File: src/lpm_pkg.sv
// Package for the low power mode controller: register map, field layouts, states, timing.
package lpm_pkg;

  // ----------------------------------------------------------------
  // Register offsets (byte addresses)
  // ----------------------------------------------------------------
  localparam logic [7:0] LPM_OFF_INT_CLOCK = 8'h00;
  localparam logic [7:0] LPM_OFF_CLOCK_DIV = 8'h04;
  localparam logic [7:0] LPM_OFF_PERIPH_GATE = 8'h08;
  localparam logic [7:0] LPM_OFF_WAKE_CTRL = 8'h0C;
  localparam logic [7:0] LPM_OFF_STATUS = 8'h10;

  // ----------------------------------------------------------------
  // Field positions and reset values
  // ----------------------------------------------------------------
  localparam int LPM_BIT_FAST_WAKE = 2;
  localparam int LPM_BIT_REG_OFF = 5;
  localparam int LPM_BIT_AWU_EN = 0;
  localparam int LPM_BIT_BEEPER_OUTPUT_EN = 1;
  localparam int LPM_BIT_WDG_EN = 2;
  localparam int LPM_BIT_LSE_SEL = 3;
  localparam int LPM_BIT_PEND = 16;
  localparam logic [2:0] LPM_DIV_FULL = 3'h0;
  localparam logic [15:0] LPM_GATE_RESET = 16'hFFFF;
  localparam logic [15:0] LPM_AWU_DELAY_RESET = 16'h0100;
  localparam logic [31:0] LPM_ZERO_WORD = 32'h0000_0000;

  // ----------------------------------------------------------------
  // Timing: regulator restart and oscillator restart waits
  // ----------------------------------------------------------------
  localparam int LPM_CLK_MHZ = 100;
  localparam int LPM_REG_ON_NS = 1000;
  localparam int LPM_OSC_ON_NS = 200;
  localparam logic [15:0] LPM_REG_ON_CYC = 16'((LPM_REG_ON_NS * LPM_CLK_MHZ + 999) / 1000);
  localparam logic [15:0] LPM_OSC_ON_CYC = 16'((LPM_OSC_ON_NS * LPM_CLK_MHZ + 999) / 1000);

  // ----------------------------------------------------------------
  // Modes and carriers
  // ----------------------------------------------------------------
  typedef enum logic [2:0] {
    LPM_RUN, LPM_WAIT, LPM_HALT, LPM_ACTIVE_HALT, LPM_REG_RESTART, LPM_OSC_RESTART
  } lpm_mode_t;

  typedef enum logic [1:0] {
    LPM_SRC_HSI = 2'h0, LPM_SRC_HSE = 2'h1, LPM_SRC_LSI = 2'h2
  } lpm_src_t;

  typedef struct packed {
    logic [7:0] paddr;
    logic psel;
    logic penable;
    logic pwrite;
    logic [31:0] pwdata;
  } lpm_apb_req_t;

  typedef struct packed {
    logic [31:0] prdata;
    logic pready;
    logic pslverr;
  } lpm_apb_rsp_t;

  typedef struct packed {
    logic cpuClockEn;
    logic masterClockEn;
    logic [15:0] periphClockEn;
    logic mainRegulatorOn;
    logic lowPowerRegulatorOn;
    logic highSpeedOscOn;
    logic lowSpeedOscOn;
    logic crystalOscOn;
    lpm_src_t masterSource;
    logic cpuWake;
  } lpm_power_t;

endpackage

File: src/lpm_wake_timer.sv
// Auto-wakeup down counter running while the device is in Active-halt.
`timescale 1ns/1ns
`default_nettype none
module lpm_wake_timer (
  // Clock and reset
  input wire logic ref_clk,
  input wire logic rst_n,
  // Control
  input wire logic start,
  input wire logic run,
  input wire logic [15:0] delay,
  // Result
  output logic expired
);
  import lpm_pkg::*;

  typedef struct packed {
    logic [15:0] count;
    logic expired;
  } lpm_timer_state_t;

  lpm_timer_state_t state;
  lpm_timer_state_t next_state;

  always_comb begin
    next_state = state;
    next_state.expired = 1'b0;
    if (start) begin
      next_state.count = delay;
    end else if (run && state.count != 16'h0000) begin
      next_state.count = state.count - 16'h0001;
      next_state.expired = (state.count == 16'h0001);
    end
  end

  always_ff @(posedge ref_clk or negedge rst_n) begin
    if (!rst_n) begin
      state <= '0;
    end else begin
      state <= next_state;
    end
  end

  assign expired = state.expired;
endmodule
`default_nettype wire

File: src/lpm_controller.sv
// Low power mode controller: mode sequencing, clock and regulator control, APB registers.
//
// What this block does
// (RULE1) Reset leaves the device in Run with CPU and peripheral clocks on.
// (RULE2) A nonzero CPU divider slows only the CPU clock, not master clock.
// (RULE3) Writing divider zero in Run restores full-speed CPU clock.
// (RULE4) Peripheral gating applies in Run and Wait; writable any time.
// (RULE5) Wait instruction stops CPU clock only; regulator and oscillators stay on.
// (RULE6) Wait keeps registers and the reported clock source unchanged.
// (RULE7) Any internal, external interrupt or reset wakes from Wait.
// (RULE8) Halt stops master clock, so CPU and peripherals get no clock.
// (RULE9) Halt instruction enters Halt when auto-wakeup is disabled.
// (RULE10) Only external interrupt or reset wakes from Halt.
// (RULE11) Communication peripheral interrupts count as external wakeups in halts.
// (RULE12) Halt preserves registers and by default the clock source.
// (RULE13) Halt switches main regulator off; low-power regulator stays on.
// (RULE14) Fast wakeup select restarts from halts on the fast internal oscillator.
// (RULE15) With auto-wakeup on, halt enters Active-halt; wakes on delay, interrupt, reset.
// (RULE16) Active-halt stops main oscillator; only slow or crystal osc runs.
// (RULE17) Beeper or watchdog active forces slow internal oscillator on in halts.
// (RULE18) Main regulator stays on in Active-halt by default.
// (RULE19) Regulator-off bit powers main regulator down on Active-halt entry.
// (RULE20) Software uses only slow internal oscillator when regulator-off is set.
// (RULE21) Waking with regulator off re-enables main regulator first, slower; code holds it off through LPM_REG_RESTART, on with the oscillator.
// (RULE22) Software restores its clock source after a fast wakeup.
// (RULE23) Halt chooses Active-halt exactly when auto-wakeup is enabled then.
`timescale 1ns/1ns
`default_nettype none
module lpm_controller (
  // Clock and reset
  input wire logic ref_clk,
  input wire logic rst_n,
  // APB register bus
  input wire lpm_pkg::lpm_apb_req_t apbReq,
  output lpm_pkg::lpm_apb_rsp_t apbRsp,
  // CPU instruction strobes
  input wire logic waitInstruction,
  input wire logic haltInstruction,
  // Wakeup sources
  input wire logic internalIrq,
  input wire logic externalIrq,
  input wire logic commIrq,
  // Clock and power controls
  output lpm_pkg::lpm_power_t power,
  output logic [2:0] cpuClockDivider,
  output lpm_pkg::lpm_mode_t modeState
);
  import lpm_pkg::*;

  // ----------------------------------------------------------------
  // State
  // ----------------------------------------------------------------
  typedef struct packed {
    lpm_mode_t mode;
    logic [15:0] waitCount;
    logic fastWakeSelect;
    logic regOffInActiveHalt;
    logic [2:0] cpuDiv;
    logic [15:0] periphGate;
    logic awuEnable;
    logic beepActive;
    logic wdgActive;
    logic crystalForAwu;
    logic [15:0] awuDelay;
    lpm_src_t runSource;
    logic wokeFast;
    lpm_apb_rsp_t rsp;
    lpm_power_t power;
  } lpm_state_t;

  lpm_state_t state;
  lpm_state_t next_state;
  logic awuStart;
  logic awuExpired;

  // ----------------------------------------------------------------
  // Helpers
  // ----------------------------------------------------------------
  function automatic logic isHalt(input lpm_mode_t m);
    return (m == LPM_HALT) || (m == LPM_ACTIVE_HALT);
  endfunction

  function automatic logic [31:0] readWord(input lpm_state_t s, input logic [7:0] addr);
    logic [31:0] w;
    w = LPM_ZERO_WORD;
    case (addr)
      LPM_OFF_INT_CLOCK: begin
        w[LPM_BIT_FAST_WAKE] = s.fastWakeSelect;
        w[LPM_BIT_REG_OFF] = s.regOffInActiveHalt;
      end
      LPM_OFF_CLOCK_DIV: w[2:0] = s.cpuDiv;
      LPM_OFF_PERIPH_GATE: w[15:0] = s.periphGate;
      LPM_OFF_WAKE_CTRL: begin
        w[LPM_BIT_AWU_EN] = s.awuEnable;
        w[LPM_BIT_BEEPER_OUTPUT_EN] = s.beepActive;
        w[LPM_BIT_WDG_EN] = s.wdgActive;
        w[LPM_BIT_LSE_SEL] = s.crystalForAwu;
        w[31:16] = s.awuDelay;
      end
      LPM_OFF_STATUS: begin
        w[2:0] = s.mode;
        w[5:4] = s.power.masterSource;
        w[8] = s.wokeFast;
      end
      default: w = LPM_ZERO_WORD;
    endcase
    return w;
  endfunction

  function automatic logic isMapped(input logic [7:0] addr);
    return (addr == LPM_OFF_INT_CLOCK) || (addr == LPM_OFF_CLOCK_DIV) ||
      (addr == LPM_OFF_PERIPH_GATE) || (addr == LPM_OFF_WAKE_CTRL) ||
      (addr == LPM_OFF_STATUS);
  endfunction

  // ----------------------------------------------------------------
  // Next-state logic
  // ----------------------------------------------------------------
  always_comb begin
    logic access;
    logic commit;
    logic haltWake;
    access = apbReq.psel && apbReq.penable && !state.rsp.pready;
    commit = apbReq.psel && apbReq.penable && state.rsp.pready && apbReq.pwrite;
    haltWake = externalIrq || commIrq; // [RULE10] [RULE11]
    next_state = state;
    awuStart = 1'b0;
    next_state.rsp.pready = 1'b0;
    next_state.rsp.pslverr = 1'b0;

    // Register access; one wait state so every answer comes from a flip-flop.
    if (access) begin
      next_state.rsp.pready = 1'b1;
      next_state.rsp.pslverr = !isMapped(apbReq.paddr);
      next_state.rsp.prdata = apbReq.pwrite ? LPM_ZERO_WORD : readWord(state, apbReq.paddr);
    end
    // A write lands only at the edge that completes the transfer, not in the wait state.
    if (commit) begin
      case (apbReq.paddr)
        LPM_OFF_INT_CLOCK: begin
          next_state.fastWakeSelect = apbReq.pwdata[LPM_BIT_FAST_WAKE];
          next_state.regOffInActiveHalt = apbReq.pwdata[LPM_BIT_REG_OFF];
        end
        LPM_OFF_CLOCK_DIV: next_state.cpuDiv = apbReq.pwdata[2:0]; // [RULE3]
        LPM_OFF_PERIPH_GATE: next_state.periphGate = apbReq.pwdata[15:0]; // [RULE4]
        LPM_OFF_WAKE_CTRL: begin
          next_state.awuEnable = apbReq.pwdata[LPM_BIT_AWU_EN];
          next_state.beepActive = apbReq.pwdata[LPM_BIT_BEEPER_OUTPUT_EN];
          next_state.wdgActive = apbReq.pwdata[LPM_BIT_WDG_EN];
          next_state.crystalForAwu = apbReq.pwdata[LPM_BIT_LSE_SEL];
          next_state.awuDelay = apbReq.pwdata[31:16];
        end
        LPM_OFF_STATUS: begin
          // Writing the source field restores the clock after a fast wakeup.
          next_state.runSource = lpm_src_t'(apbReq.pwdata[5:4]); // [RULE22]
          next_state.wokeFast = 1'b0;
        end
        default: next_state.runSource = state.runSource;
      endcase
    end

    // Mode sequencing.
    case (state.mode)
      LPM_RUN: begin
        if (haltInstruction) begin
          awuStart = state.awuEnable;
          next_state.mode = state.awuEnable ? LPM_ACTIVE_HALT : LPM_HALT; // [RULE9] [RULE23]
        end else if (waitInstruction) begin
          next_state.mode = LPM_WAIT; // [RULE5]
        end
      end
      LPM_WAIT: begin
        if (internalIrq || externalIrq || commIrq) begin
          next_state.mode = LPM_RUN; // [RULE7]
        end
      end
      LPM_HALT, LPM_ACTIVE_HALT: begin
        if (haltWake || (state.mode == LPM_ACTIVE_HALT && awuExpired)) begin // [RULE15]
          if (state.fastWakeSelect) begin
            next_state.power.masterSource = LPM_SRC_HSI; // [RULE14]
            next_state.wokeFast = 1'b1;
          end
          next_state.waitCount = LPM_REG_ON_CYC;
          // Without the main regulator on the core cannot run: wait LPM_REG_ON_CYC first, with it still off.
          next_state.mode = next_state.power.mainRegulatorOn ? LPM_OSC_RESTART
            : LPM_REG_RESTART; // [RULE21]
          if (next_state.power.mainRegulatorOn) begin
            next_state.waitCount = LPM_OSC_ON_CYC;
          end
        end
      end
      LPM_REG_RESTART: begin
        if (state.waitCount == 16'h0001) begin
          next_state.mode = LPM_OSC_RESTART;
          next_state.waitCount = LPM_OSC_ON_CYC;
        end else begin
          next_state.waitCount = state.waitCount - 16'h0001;
        end
      end
      LPM_OSC_RESTART: begin
        if (state.waitCount == 16'h0001) begin
          next_state.mode = LPM_RUN;
        end else begin
          next_state.waitCount = state.waitCount - 16'h0001;
        end
      end
      default: next_state.mode = LPM_RUN;
    endcase

    // Source held in Run tracks the software choice unless a fast wake overrode it.
    if (next_state.mode == LPM_RUN && !next_state.wokeFast) begin
      next_state.power.masterSource = next_state.runSource; // [RULE6] [RULE12]
    end

    // Clock and power outputs derived from the next mode.
    next_state.power.cpuClockEn = (next_state.mode == LPM_RUN); // [RULE1] [RULE5]
    next_state.power.masterClockEn = (next_state.mode == LPM_RUN) ||
      (next_state.mode == LPM_WAIT); // [RULE8]
    next_state.power.periphClockEn = next_state.power.masterClockEn ?
      next_state.periphGate : 16'h0000; // [RULE4] [RULE8]
    next_state.power.mainRegulatorOn = !(next_state.mode == LPM_HALT ||
      (next_state.mode == LPM_ACTIVE_HALT && next_state.regOffInActiveHalt) ||
      next_state.mode == LPM_REG_RESTART); // [RULE13] [RULE18] [RULE19]
    next_state.power.lowPowerRegulatorOn = 1'b1;
    next_state.power.highSpeedOscOn = !isHalt(next_state.mode) &&
      (next_state.mode != LPM_REG_RESTART); // [RULE16]
    next_state.power.lowSpeedOscOn = (!isHalt(next_state.mode) &&
      next_state.power.masterSource == LPM_SRC_LSI) ||
      (next_state.mode == LPM_ACTIVE_HALT && !next_state.crystalForAwu) ||
      (next_state.mode == LPM_ACTIVE_HALT && next_state.regOffInActiveHalt) || // [RULE20]
      (isHalt(next_state.mode) && (next_state.beepActive || next_state.wdgActive)); // [RULE17]
    next_state.power.crystalOscOn = (!isHalt(next_state.mode) &&
      next_state.power.masterSource == LPM_SRC_HSE) ||
      (next_state.mode == LPM_ACTIVE_HALT && next_state.crystalForAwu &&
      !next_state.regOffInActiveHalt); // [RULE16]
    next_state.power.cpuWake = (state.mode != LPM_RUN) && (next_state.mode == LPM_RUN);
  end

  // ----------------------------------------------------------------
  // Auto-wakeup counter
  // ----------------------------------------------------------------
  lpm_wake_timer wakeTimer (
    .ref_clk(ref_clk),
    .rst_n(rst_n),
    .start(awuStart),
    .run(state.mode == LPM_ACTIVE_HALT),
    .delay(state.awuDelay),
    .expired(awuExpired)
  );

  // ----------------------------------------------------------------
  // Registers
  // ----------------------------------------------------------------
  always_ff @(posedge ref_clk or negedge rst_n) begin
    if (!rst_n) begin
      state <= '0;
      state.mode <= LPM_RUN; // [RULE1]
      state.periphGate <= LPM_GATE_RESET;
      state.cpuDiv <= LPM_DIV_FULL;
      state.awuDelay <= LPM_AWU_DELAY_RESET;
      state.runSource <= LPM_SRC_HSI;
      state.power.cpuClockEn <= 1'b1;
      state.power.masterClockEn <= 1'b1;
      state.power.periphClockEn <= LPM_GATE_RESET;
      state.power.mainRegulatorOn <= 1'b1;
      state.power.lowPowerRegulatorOn <= 1'b1;
      state.power.highSpeedOscOn <= 1'b1;
      state.power.masterSource <= LPM_SRC_HSI;
    end else begin
      state <= next_state;
    end
  end

  // The divider only reaches the CPU clock; master clock is never divided.
  assign cpuClockDivider = state.cpuDiv; // [RULE2]
  assign power = state.power;
  assign apbRsp = state.rsp;
  assign modeState = state.mode;
endmodule
`default_nettype wire

File: config.mk
export PLATFORM = sky130hd
export DESIGN_NAME = lpm_controller
export DESIGN_NICKNAME = d
export VERILOG_FILES = /design/src/lpm_pkg.sv /design/src/lpm_wake_timer.sv /design/src/lpm_controller.sv
export SDC_FILE = /design/constraint.sdc
export NUM_CORES = 1
export LEC_CHECK = 0
export BUFFER_PORTS_ARGS = -buffer_cell sky130_fd_sc_hd__buf_2
export CORE_MARGIN = 3
export CORE_UTILIZATION = 43
export CTS_CLUSTER_SIZE = 10
export DETAILED_ROUTE_END_ITERATION = 10
export GPL_ROUTABILITY_DRIVEN = 0
export PLACE_DENSITY_LB_ADDON = 0.15
export SETUP_SLACK_MARGIN = 0.02
export SLEW_MARGIN = 5
export SYNTH_ARGS = -nofsm -noshare
export SYNTH_HDL_FRONTEND = slang
export SYNTH_HIERARCHICAL = 1
export SYNTH_SLANG_ARGS = --single-unit
File: constraint.sdc
create_clock -name ref_clk -period 4.4 [get_ports ref_clk]
set_input_delay 0.22 -clock ref_clk [delete_from_list [all_inputs] [get_ports ref_clk]]
set_output_delay 0.22 -clock ref_clk [all_outputs]
set_load 0.1 [all_outputs]
## Word level (Yosys, flattened, before mapping)

Cells that the tools add are included.

- Register bits: 139
- Input port bits: 50
- Logic and storage cells: 145
- Output and inout bits: 66

- Eq/ne operators: 20
- Add/subtract/negate cells: 2
- Reductions and logical operators: 52
- Multiplexer cells: 44

Operator list:

| kind | count |
|---|---|
| $mux 16 | 6 |
| $pmux 16 s3 | 1 |
| $mux 43 | 1 |
| $eq 16x1->1 const B | 2 |
| $mux 32 | 1 |
| $sub 16x1->16 const B | 2 |
| $mux 20 | 1 |
| $mux 19 | 1 |
| $mux 3 | 6 |
| $logic_or 1x1->1 | 17 |
| $mux 17 | 1 |
| $eq 8x4->1 const B | 2 |
| $logic_and 1x1->1 | 16 |
| $reduce_bool 16->1 | 1 |
| $pmux 3 s5 | 1 |
| $mux 2 | 7 |
| $mux 7 | 2 |
| $eq 3x2->1 const B | 4 |
| $mux 1 | 10 |
| $eq 3x3->1 const B | 3 |
| $eq 8x3->1 const B | 1 |
| $eq 8x5->1 const B | 1 |
| $logic_not 8->1 | 1 |
| $pmux 2 s4 | 1 |
| 15 further kinds | 29 |

## Logic depth before layout (Yosys ltp)

Gate-level depths: netlist of the first run.

- Depth in word-level cells: 15
- Mapped depth: 10
- Mapped depth without buffers: 9

## Hierarchy

The synthesis of the first run kept the hierarchy.

Modules (own cells, without submodules):

| module | cells an instance | times used | sequential area each (µm²) | area an instance (µm²) |
|---|---|---|---|---|
| lpm_controller | 517 | 1 | 3099.2 | 5901.9 |
| lpm_wake_timer | 124 | 1 | 425.4 | 1091.0 |

## Worst setup path after synthesis of the first run

OpenSTA, ideal clock, no wires.

- Path kind: input port to flip-flop
- Start point: in apbReq[36] (netlist name)
- End point: reg power[4] (netlist name)
- Library setup time: 0.096 ns
- Stages on the path: 7
- Slack: 2.114 ns
- Buffers on the path: 0
- Required time: 4.304 ns
- Arrival time: 2.190 ns
- Cell sequence: or4_4 > nor4b_4 > and3_1 > mux2_2 > nor2b_1 > o221a_2 > nor4_2

RTL lines:

| item | line | source |
|---|---|---|
| start: declaration | lpm_controller.sv:34 | `input wire lpm_pkg::lpm_apb_req_t apbReq,` |

==> results of run 1 <==
[power by group through the flow]
stage,sequential [mW],clock [mW],combinational (mW)
after floorplan,1.49,0,0.546
after global placement,1.52,0,0.633
after detailed placement,1.53,0,0.641
after CTS,1.51,1.44,0.647
after global routing,1.53,1.49,0.713
final,1.51,1.40,0.642
[kinds of logic (layout without fill, tap and decap cells)]
family	after synthesis	in the layout
other	1	1
AOI/OAI and AO/OA	132	132
DFF	139	139
buffers and inverters	107	166
and+or+nand+nor	203	203
adders and majority gates	8	8
muxes	49	49
xor gates and xnor gates	2	2
[routing by layer]
layer,vias to the layer above,track usage,share of wire
met5,-,0,0
met4,0,0.04343,0.011
met3,12,0.04872,0.047
met2,119,0.2729,0.46
met1,2443,0.2485,0.48
li1,2357,-,-
[Yosys cell counts, types with 9 or more instances]
master / n
a21oi_1: 20
a22o_1: 26
a31oi_1: 11
and2_1: 12
buf_4: 67
clkbuf_1: 18
dfrtp_1: 102
dfstp_2: 37
inv_1: 15
mux2_2: 37
nand2_1: 32
nand3_1: 18
nor2_1: 43
nor2b_1: 9
nor3_1: 15
o21ai_0: 34
[placed cells by master (no fill, tap or decap), types with 17 or more instances in the layout]
cell	n
buf_2	113
dfrtp_1	102
nor2_1	43
mux2_2	37
dfstp_2	37
o21ai_0	34
nand2_1	32
a22o_1	26
a21oi_1	20
nand3_1	18
clkbuf_16	17
[state kept, by name, indices dropped and copies added (netlist names)]
| register | cells |
|---|---|
| power | 25 |
| modeState | 3 |
| apbRsp | 34 |
| wakeTimer/state | 16 |
| state | 57 |
| cpuClockDivider | 3 |
| wakeTimer/expired | 1 |
[worst paths after layout]
path | cells past startpoint | end | slack, ns | startpoint
min reg2reg | 2 | apbRsp[3] | 0.48 | apbRsp[3]
max | 9 | power[10] | 1.76 | state[105]
max in group asynchronous | 3 | state[98] | 2.88 | rst_n
min | 2 | state[76] | 0.04 | apbReq[29]
min in group asynchronous | 2 | power[2] | 0.50 | rst_n
max reg2reg | 9 | power[10] | 1.76 | state[105]
[final cells by class]
| class | instances | area share |
|---|---|---|
| well taps | 211 | 0.03365 |
| clock inverters | 15 | 0.02025 |
| flip-flops and latches | 139 | 0.4492 |
| repair buffers | 119 | 0.07862 |
| clock buffers | 17 | 0.05422 |
| multi-input cells | 395 | 0.3569 |
| inverters | 15 | 0.007176 |
[through the flow]
stage | hold WS, ns | instance area, um2 | utilization | cells
finish | 0.04368 | 7846 | 0.5049 | 911
global route | 0.02840 | 7846 | 0.5049 | 911
CTS | 0.02577 | 7846 | 0.5049 | 911
detailed placement | 0.4319 | 7252 | 0.4667 | 878
global placement | 0.4240 | 7252 | 0.4667 | 878
floorplan | -0.07559 | 6993 | - | 641
==> results.md, run 1 <==
- Synth Area in Simple Gates: 0.1698
- Post-DRT Antenna Nets: 0
- Sequential area share after synthesis: 0.5040
- Clk pin slew, worst setup/hold paths: 0.06 ns
- Largest net degree at the start of global routing: 111
- Result of the run: finished clean
- Crit-path slowest cell: a211oi_1
- Top delay family on crit path: simple AND/OR/NAND/NOR gates
- Synthesized area: 6993 um2
- Tcrit/Tclk final: 0.6004
- Clock power share: 0.393
- CP max stage delay: 0.43 ns
- Avg Vias per Cell: 5.413
- Design Power: 3.547 mW
- Post-Place Worst Slack: 1.577 ns
- Syn nets: 699
- Leak: 3.625 nW
- Global-route wire length before repair: 25.53 mm
- WP data required: 4.75 ns
- Post-synthesis adder-cell area fraction: 0.01431
- Sequential power share: 0.425
- Vias: 4931
- WL/cell: 16.92 um
- Hold violation count in the final report: 0
- Sw Pwr: 1.165 mW
- H-tree Lvls: 4
- Post-synth EDFFs: 0
- CTS tree: yes
- Leading area contributor after synthesis: dfrtp_1
- Pwr per Cell Area: 452.1 nW/um2
- Fill count: 1416
- Main combinational cell family by area after synthesis: simple AND/OR/NAND/NOR gates
- Crit-path cells: inv_1 > ha_1 > nor4b_1 > nand4_1 > a211oi_1 > and2_1 > nor2_1 > inv_1 > and2_1
- Initial DRC Count: 282
- Grt ovf: 0
- Drt first pass iters: 5
- Synthesized area per cell: 10.91 um2
- Die width: 133.5 um
- Yosys cell types: 70
- Setup TNS: 0 ns
- Area growth from synthesis to layout: 12.20%
- Post-cts sizing count: 0
- Post-CTS Hold Fix Bufs: 1
- Primary FF master, synth: dfrtp_1
- Core area: 15540 um2
- MaxCap Viol Count: 0
- Final Max Tran Viols: 0
- Clock skew: 0.007858 ns
- Worst rel slew slack: 0.3385
- Cts bufs inserted: 17
- Comb power frac: 0.181
- Port Buf Inserts: 114
- Synth top area cells: dfrtp_1 (37%), dfstp_2 (14%), buf_4 (7.2%), mux2_2 (6.0%), a22o_1 (3.3%)
- Achievable Freq: 0.3786 GHz
- Effective utilization at floorplan: 0.4500
- Cell at the root of the clock tree: clkbuf_16
- Site row count: 45
- Post-Synth XOR/XNOR Area: 0.002505
- Arr. time, crit path: 2.99 ns
- Die area: 17830 um2
- Num Clock Sinks: 139
- IO Count: 116
- Buf/Inv on CP: 2
- DP HPWL: 10.94 mm
- Area share of the largest cell type after synthesis: 0.3650
- Initial antenna violation count: 0
- CTS max path bufs: 2
- Die Y: 133.5 um
- Critical path launch point type: flop
- Multi-input gate area: 2800 um2
- Post-CTS setup buffer count: 0
- Mux cell area share after synthesis: 0.08248
- Residual DRC: 0
- Layout cell share with drive strength beyond 1: 0.3714
- Seq cells post-synth: 139
- Hold/Removal Path Class: input pin to flop
- Slew @ Worst Pin: 0.9923 ns
- Worst VDD drop: 291.2 uV
- Synth warnings: 6
- Global-route total usage across every layer: 0.1767
- RSZ-0062 raised after global routing: no
- Post-synth ARST share: 1.000
- Final nets: 745
- Post-Synthesis Cells: 641
- Worst skew pair latency: 0.41 ns
- CP max FO: 17
- ANT cells: 0
- Worst setup margin: 1.758 ns
- WL final: 15.41 mm
- Sw Ratio: 0.3285
- Sequential cell area: 3525 um2
- Final setup vio count: 0
- Crit. End Element: flop
- Fin crit period: 2.642 ns
- Vias in the first global route: 4908
- Compound-cell area share of the yosys netlist: 0.1308
- Int Power: 2.382 mW
- Crit path kind: flop to flop
Power figures use the tool's default switching activity.
==> run 2: changes to the inputs <==
==> constraint.sdc (replaced) <==
create_clock -name ref_clk -period 2.7 [get_ports ref_clk]
set_input_delay 0.135 -clock ref_clk [delete_from_list [all_inputs] [get_ports ref_clk]]
set_output_delay 0.135 -clock ref_clk [all_outputs]
set_load 0.1 [all_outputs]
==> results.md, run 2 (synthesized netlist as in run 1, its figures left out) <==
- Post-DRT Antenna Nets: 0
- Worst setup margin: 0.3015 ns
- Result of the run: finished clean
- Worst R2R End: power[4]
- Avg Vias per Cell: 5.321
- Worst r2r src: state[106]
- Most common cell after layout, fill and taps aside: buf_2
- Crit. End Element: flop
- Layout cell share with drive strength beyond 1: 0.3708
- Pwr per Cell Area: 704.0 nW/um2
- Largest net degree at the start of global routing: 68
- Slew @ Worst Pin: 0.6585 ns
- Final Util: 0.5302
- Global-route total usage across every layer: 0.1863
- Tcrit/Tclk final: 0.8883
- Sw Ratio: 0.3368
- Cell at the root of the clock tree: clkbuf_16
- Die area: 17830 um2
- H-tree Lvls: 4
- RSZ-0062 raised after global routing: no
- Post-Place Worst Slack: 0.2445 ns
- Clock power share: 0.385
- Sequential power share: 0.425
- Hold violation count in the final report: 0
- HP Start: apbReq[4]
- Site row count: 45
- Residual DRC: 0
- Grt ovf: 0
- WP data required: 3.00 ns
- ANT cells: 0
- Critical path launch point type: flop
- Num Clock Sinks: 139
- Design Power: 5.801 mW
- Crit-path cells: nor4_4 > nand4_1 > mux2_2 > o311a_1 > a21o_1 > a221oi_1 > nor4_2
- Sw Pwr: 1.953 mW
- Initial DRC Count: 200
- Initial antenna violation count: 0
- WL final: 15.90 mm
- Achievable Freq: 0.4169 GHz
- WL/cell: 16.73 um
- Leak: 3.805 nW
- Cell Count, Final, Fillers Out: 950
- Final Max Tran Viols: 0
- CTS max path bufs: 2
- Clock skew: 0.008038 ns
- CTS tree: yes
- Global-route wire length before repair: 26.83 mm
- Commonest non-fill, non-tap cells in the layout: buf_2 (113), dfrtp_1 (101), nor2_1 (43)
- Arr. time, crit path: 2.69 ns
- Core area: 15540 um2
- Fin crit period: 2.398 ns
- Area growth from synthesis to layout: 17.82%
- Worst rel slew slack: 0.5610
- CP max FO: 6
- Endpoint, Worst Hold: state[87]
- Vias in the first global route: 5190
- Worst R2R Setup Slack: 0.30 ns
- MaxCap Viol Count: 0
- Drt first pass iters: 5
- IO Count: 116
- Effective utilization at floorplan: 0.4500
- Port Buf Inserts: 114
- Setup TNS: 0 ns
- Clk pin slew, worst setup/hold paths: 0.07 ns
- Crit-path slowest cell: dfrtp_1
- Worst VDD drop: 478.7 uV
- Worst skew pair latency: 0.42 ns
- R2r worst-path depth: 7
- Post-CTS setup buffer count: 0
- Placed Cells: 888
- Die Y: 133.5 um
- Vias: 5055
- Cts bufs inserted: 17
- Final setup vio count: 0
- Hold/Removal Path Class: input pin to flop
- Most flops, register: state
- Max reg flops: 57
- Die width: 133.5 um
- Final nets: 784
- DP HPWL: 11.47 mm
- Crit path kind: flop to flop
- Int Power: 3.847 mW
- CP max stage delay: 0.46 ns
- WHS Path Cells: 2
- Comb power frac: 0.190
run 2: area by class of cell:
type	instances	area, um2
Clock buffer	17	425.4
Fill cell	1429	7301
Tap cell	211	264.0
Sequential cell	139	3526
Timing Repair Buffer	158	1007
Clock inverter	15	147.6
Inverter	15	56.30
Multi-Input combinational cell	395	2813
run 2: stage by stage:
stage	cell area, um2	hold slack [ns]
after CTS	8215	0.00007200
after global routing	8239	0.01098
after global placement	7352	0.1646
after floorplan	6993	-0.1606
final	8239	0.03608
after detailed placement	7352	0.1688
run 2: worst max-delay path by stage:
stage / from / to / slack, ns
floorplan: apbReq[36] / power[4] / 0.50
global placement: modeState[1] / state[115] / 0.28
detailed placement: state[105] / power[4] / 0.24
CTS: state[105] / power[4] / 0.22
global route: state[106] / power[4] / 0.08
finish: state[106] / power[4] / 0.30
run 2: what timing repair did:
| action | CTS | global route |
|---|---|---|
| endpoints found under the hold margin | 82 | 1 |
| resized for setup | 0 | 4 |
| hold buffers | 29 | 1 |
| endpoints found under the setup margin | 0 | 5 |
run 2: power by group through the flow:
stage	combinational (mW)	sequential, mW	clock (mW)
after floorplan	0.890	2.42	0
after global placement	1.04	2.49	0
after detailed placement	1.07	2.50	0
after CTS	1.11	2.46	2.29
after global routing	1.22	2.49	2.40
final	1.10	2.47	2.23
run 2: layer usage:
layer  part of all wire  GRT usage  wire (um)
met1               0.47     0.2539       7468
met2               0.48     0.2940       7564
met3              0.043    0.04909        684
met4              0.011    0.05486        178
met5                  0          0          0
run 2: critical path, delay by kind of cell, from the launching register on:
kind | cells | cell delay, ns
and+or+nand+nor | 3 | 0.73
DFF | 1 | 0.46
AOI/OAI and AO/OA | 3 | 0.73
muxes | 1 | 0.35
==> run 3: changes to the inputs <==
--- a/config.mk
+++ b/config.mk
@@ -7,7 +7,7 @@
 export LEC_CHECK = 0
 export BUFFER_PORTS_ARGS = -buffer_cell sky130_fd_sc_hd__buf_2
 export CORE_MARGIN = 3
-export CORE_UTILIZATION = 43
+export CORE_UTILIZATION = 57
 export CTS_CLUSTER_SIZE = 10
 export DETAILED_ROUTE_END_ITERATION = 10
 export GPL_ROUTABILITY_DRIVEN = 0
==> results.md, run 3 (synthesized netlist as in run 1, its figures left out) <==
- Arr. time, crit path: 2.81 ns
- CP max stage delay: 0.60 ns
- Die area: 13630 um2
- Critical path launch point type: flop
- Met1 Use GR: 0.3096
- CP max FO: 12
- Area growth from synthesis to layout: 16.41%
- Crit path kind: flop to flop
- Largest net degree at the start of global routing: 77
- Cell at the root of the clock tree: clkbuf_16
- Vias in the first global route: 5075
- Site row count: 39
- Initial DRC Count: 393
- Achievable Freq: 0.4055 GHz
- Max reg flops: 57
- Sequential cell area: 3525 um2
- Top delay family on crit path: simple AND/OR/NAND/NOR gates
- Worst R2R End: wakeTimer/state[12]
- Global-route wire length before repair: 25.06 mm
- Placed Cells: 819
- Worst VDD drop: 520.3 uV
- CTS tree: yes
- Avg Vias per Cell: 5.883
- Hold violation count in the final report: 0
- Buf/Inv on CP: 0
- Leak: 3.798 nW
- Tcrit/Tclk final: 0.9134
- CP Launch Point: modeState[1]
- H-tree Lvls: 4
- Num Clock Sinks: 139
- Grt ovf: 0
- WP data required: 3.04 ns
- IO Count: 116
- CTS max path bufs: 2
- DP HPWL: 10.67 mm
- GRT met2 Usage: 0.3743
- Post-CTS setup buffer count: 0
- Final setup vio count: 0
- WL/cell: 17.54 um
- Fin Hold WS: 0.01751 ns
- Slew @ Worst Pin: 0.6822 ns
- Commonest non-fill, non-tap cells in the layout: buf_2 (113), dfrtp_1 (102), nor2_1 (43)
- Most flops, register: state
- Layout cell share with drive strength beyond 1: 0.3631
- Worst r2r src: modeState[1]
- Worst R2R Setup Slack: 0.23 ns
- Clock skew: 0.006032 ns
- Fill count: 859
- Most Crowded Layer GR: met2
- Effective utilization at floorplan: 0.5971
- Cell Count, Final, Fillers Out: 881
- Post-Place Worst Slack: 0.2887 ns
- Die width: 116.8 um
- CP Capture Point: wakeTimer/state[12]
- Core area: 11710 um2
- Cts bufs inserted: 17
- Final nets: 783
- Crit. End Element: flop
- Hold/Removal Path Class: input pin to flop
- WP depth: 5
- ANT cells: 0
- Setup TNS: 0 ns
- Multi-input gate area: 2805 um2
- Met3 usage: 0.06269
- Worst setup margin: 0.2338 ns
- Crit-path cells: nor2b_1 > and2_1 > nand4b_1 > or4b_1 > a31oi_1
- Initial antenna violation count: 0
- Fin crit period: 2.466 ns
- Worst skew pair latency: 0.42 ns
- WL final: 15.46 mm
- Most common cell after layout, fill and taps aside: buf_2
- Pwr per Cell Area: 718.2 nW/um2
- R2r worst-path depth: 5
- Drt first pass iters: 5
- Port Buf Inserts: 114
- RSZ-0062 raised after global routing: no
- Design Power: 5.846 mW
- Crit-path slowest cell: dfrtp_1
- Final Max Tran Viols: 0
- Residual DRC: 0
- Clk pin slew, worst setup/hold paths: 0.06 ns
- MaxCap Viol Count: 0
- Vias: 5183
- Global-route total usage across every layer: 0.2366
- Post-DRT Antenna Nets: 0
- Worst rel slew slack: 0.5452
- Die Y: 116.8 um
- Result of the run: finished clean
## run 3: what timing repair did
item	4_1_cts	5_1_grt
setup endpoints to repair	0	4
endpoints found under the hold margin	88	0
gates resized for setup	0	1
hold buffers	30	0
## run 3: worst min-delay path by stage
stage | start | end | slack, ns | cells after the start
finish | apbReq[1] | cpuClockDivider[1] | 0.02 | 2
global route | apbReq[5] | state[102] | 0.01 | 2
CTS | apbReq[5] | state[102] | 0.004 | 2
detailed placement | rst_n | apbRsp[1] | 0.21 | 1
global placement | rst_n | apbRsp[5] | 0.21 | 1
floorplan | rst_n | apbRsp[0] | -0.16 | 0
## run 3: final cells by class
cell class / count / area share
Sequential cell: 139 / 0.4330
Multi-Input combinational cell: 395 / 0.3446
Timing Repair Buffer: 157 / 0.1213
Clock buffer: 20 / 0.05487
Tap cell: 143 / 0.02198
Clock inverter: 12 / 0.01737
Inverter: 15 / 0.006917
## run 3: where the power goes
group	switching [mW]	leakage [nW]	internal (mW)
logic	0.741	1.84	0.356
registers	0.207	1.69	2.26
clock network	0.889	0.269	1.39
## run 3: routing by layer
layer  vias to the layer above  part of all wire
li1                       2435                 -
met1                      2519              0.44
met2                       194              0.47
met3                        35             0.059
met4                         0             0.025
met5                         -                 0
## run 3: through the flow
| step | util | cell area (um2) |
|---|---|---|
| 2_1_floorplan | - | 6993 |
| 3_3_place_gp | 0.6188 | 7247 |
| 3_5_place_dp | 0.6188 | 7247 |
| 4_1_cts | 0.6947 | 8135 |
| 5_1_grt | 0.6951 | 8140 |
| 6_report | 0.6951 | 8140 |
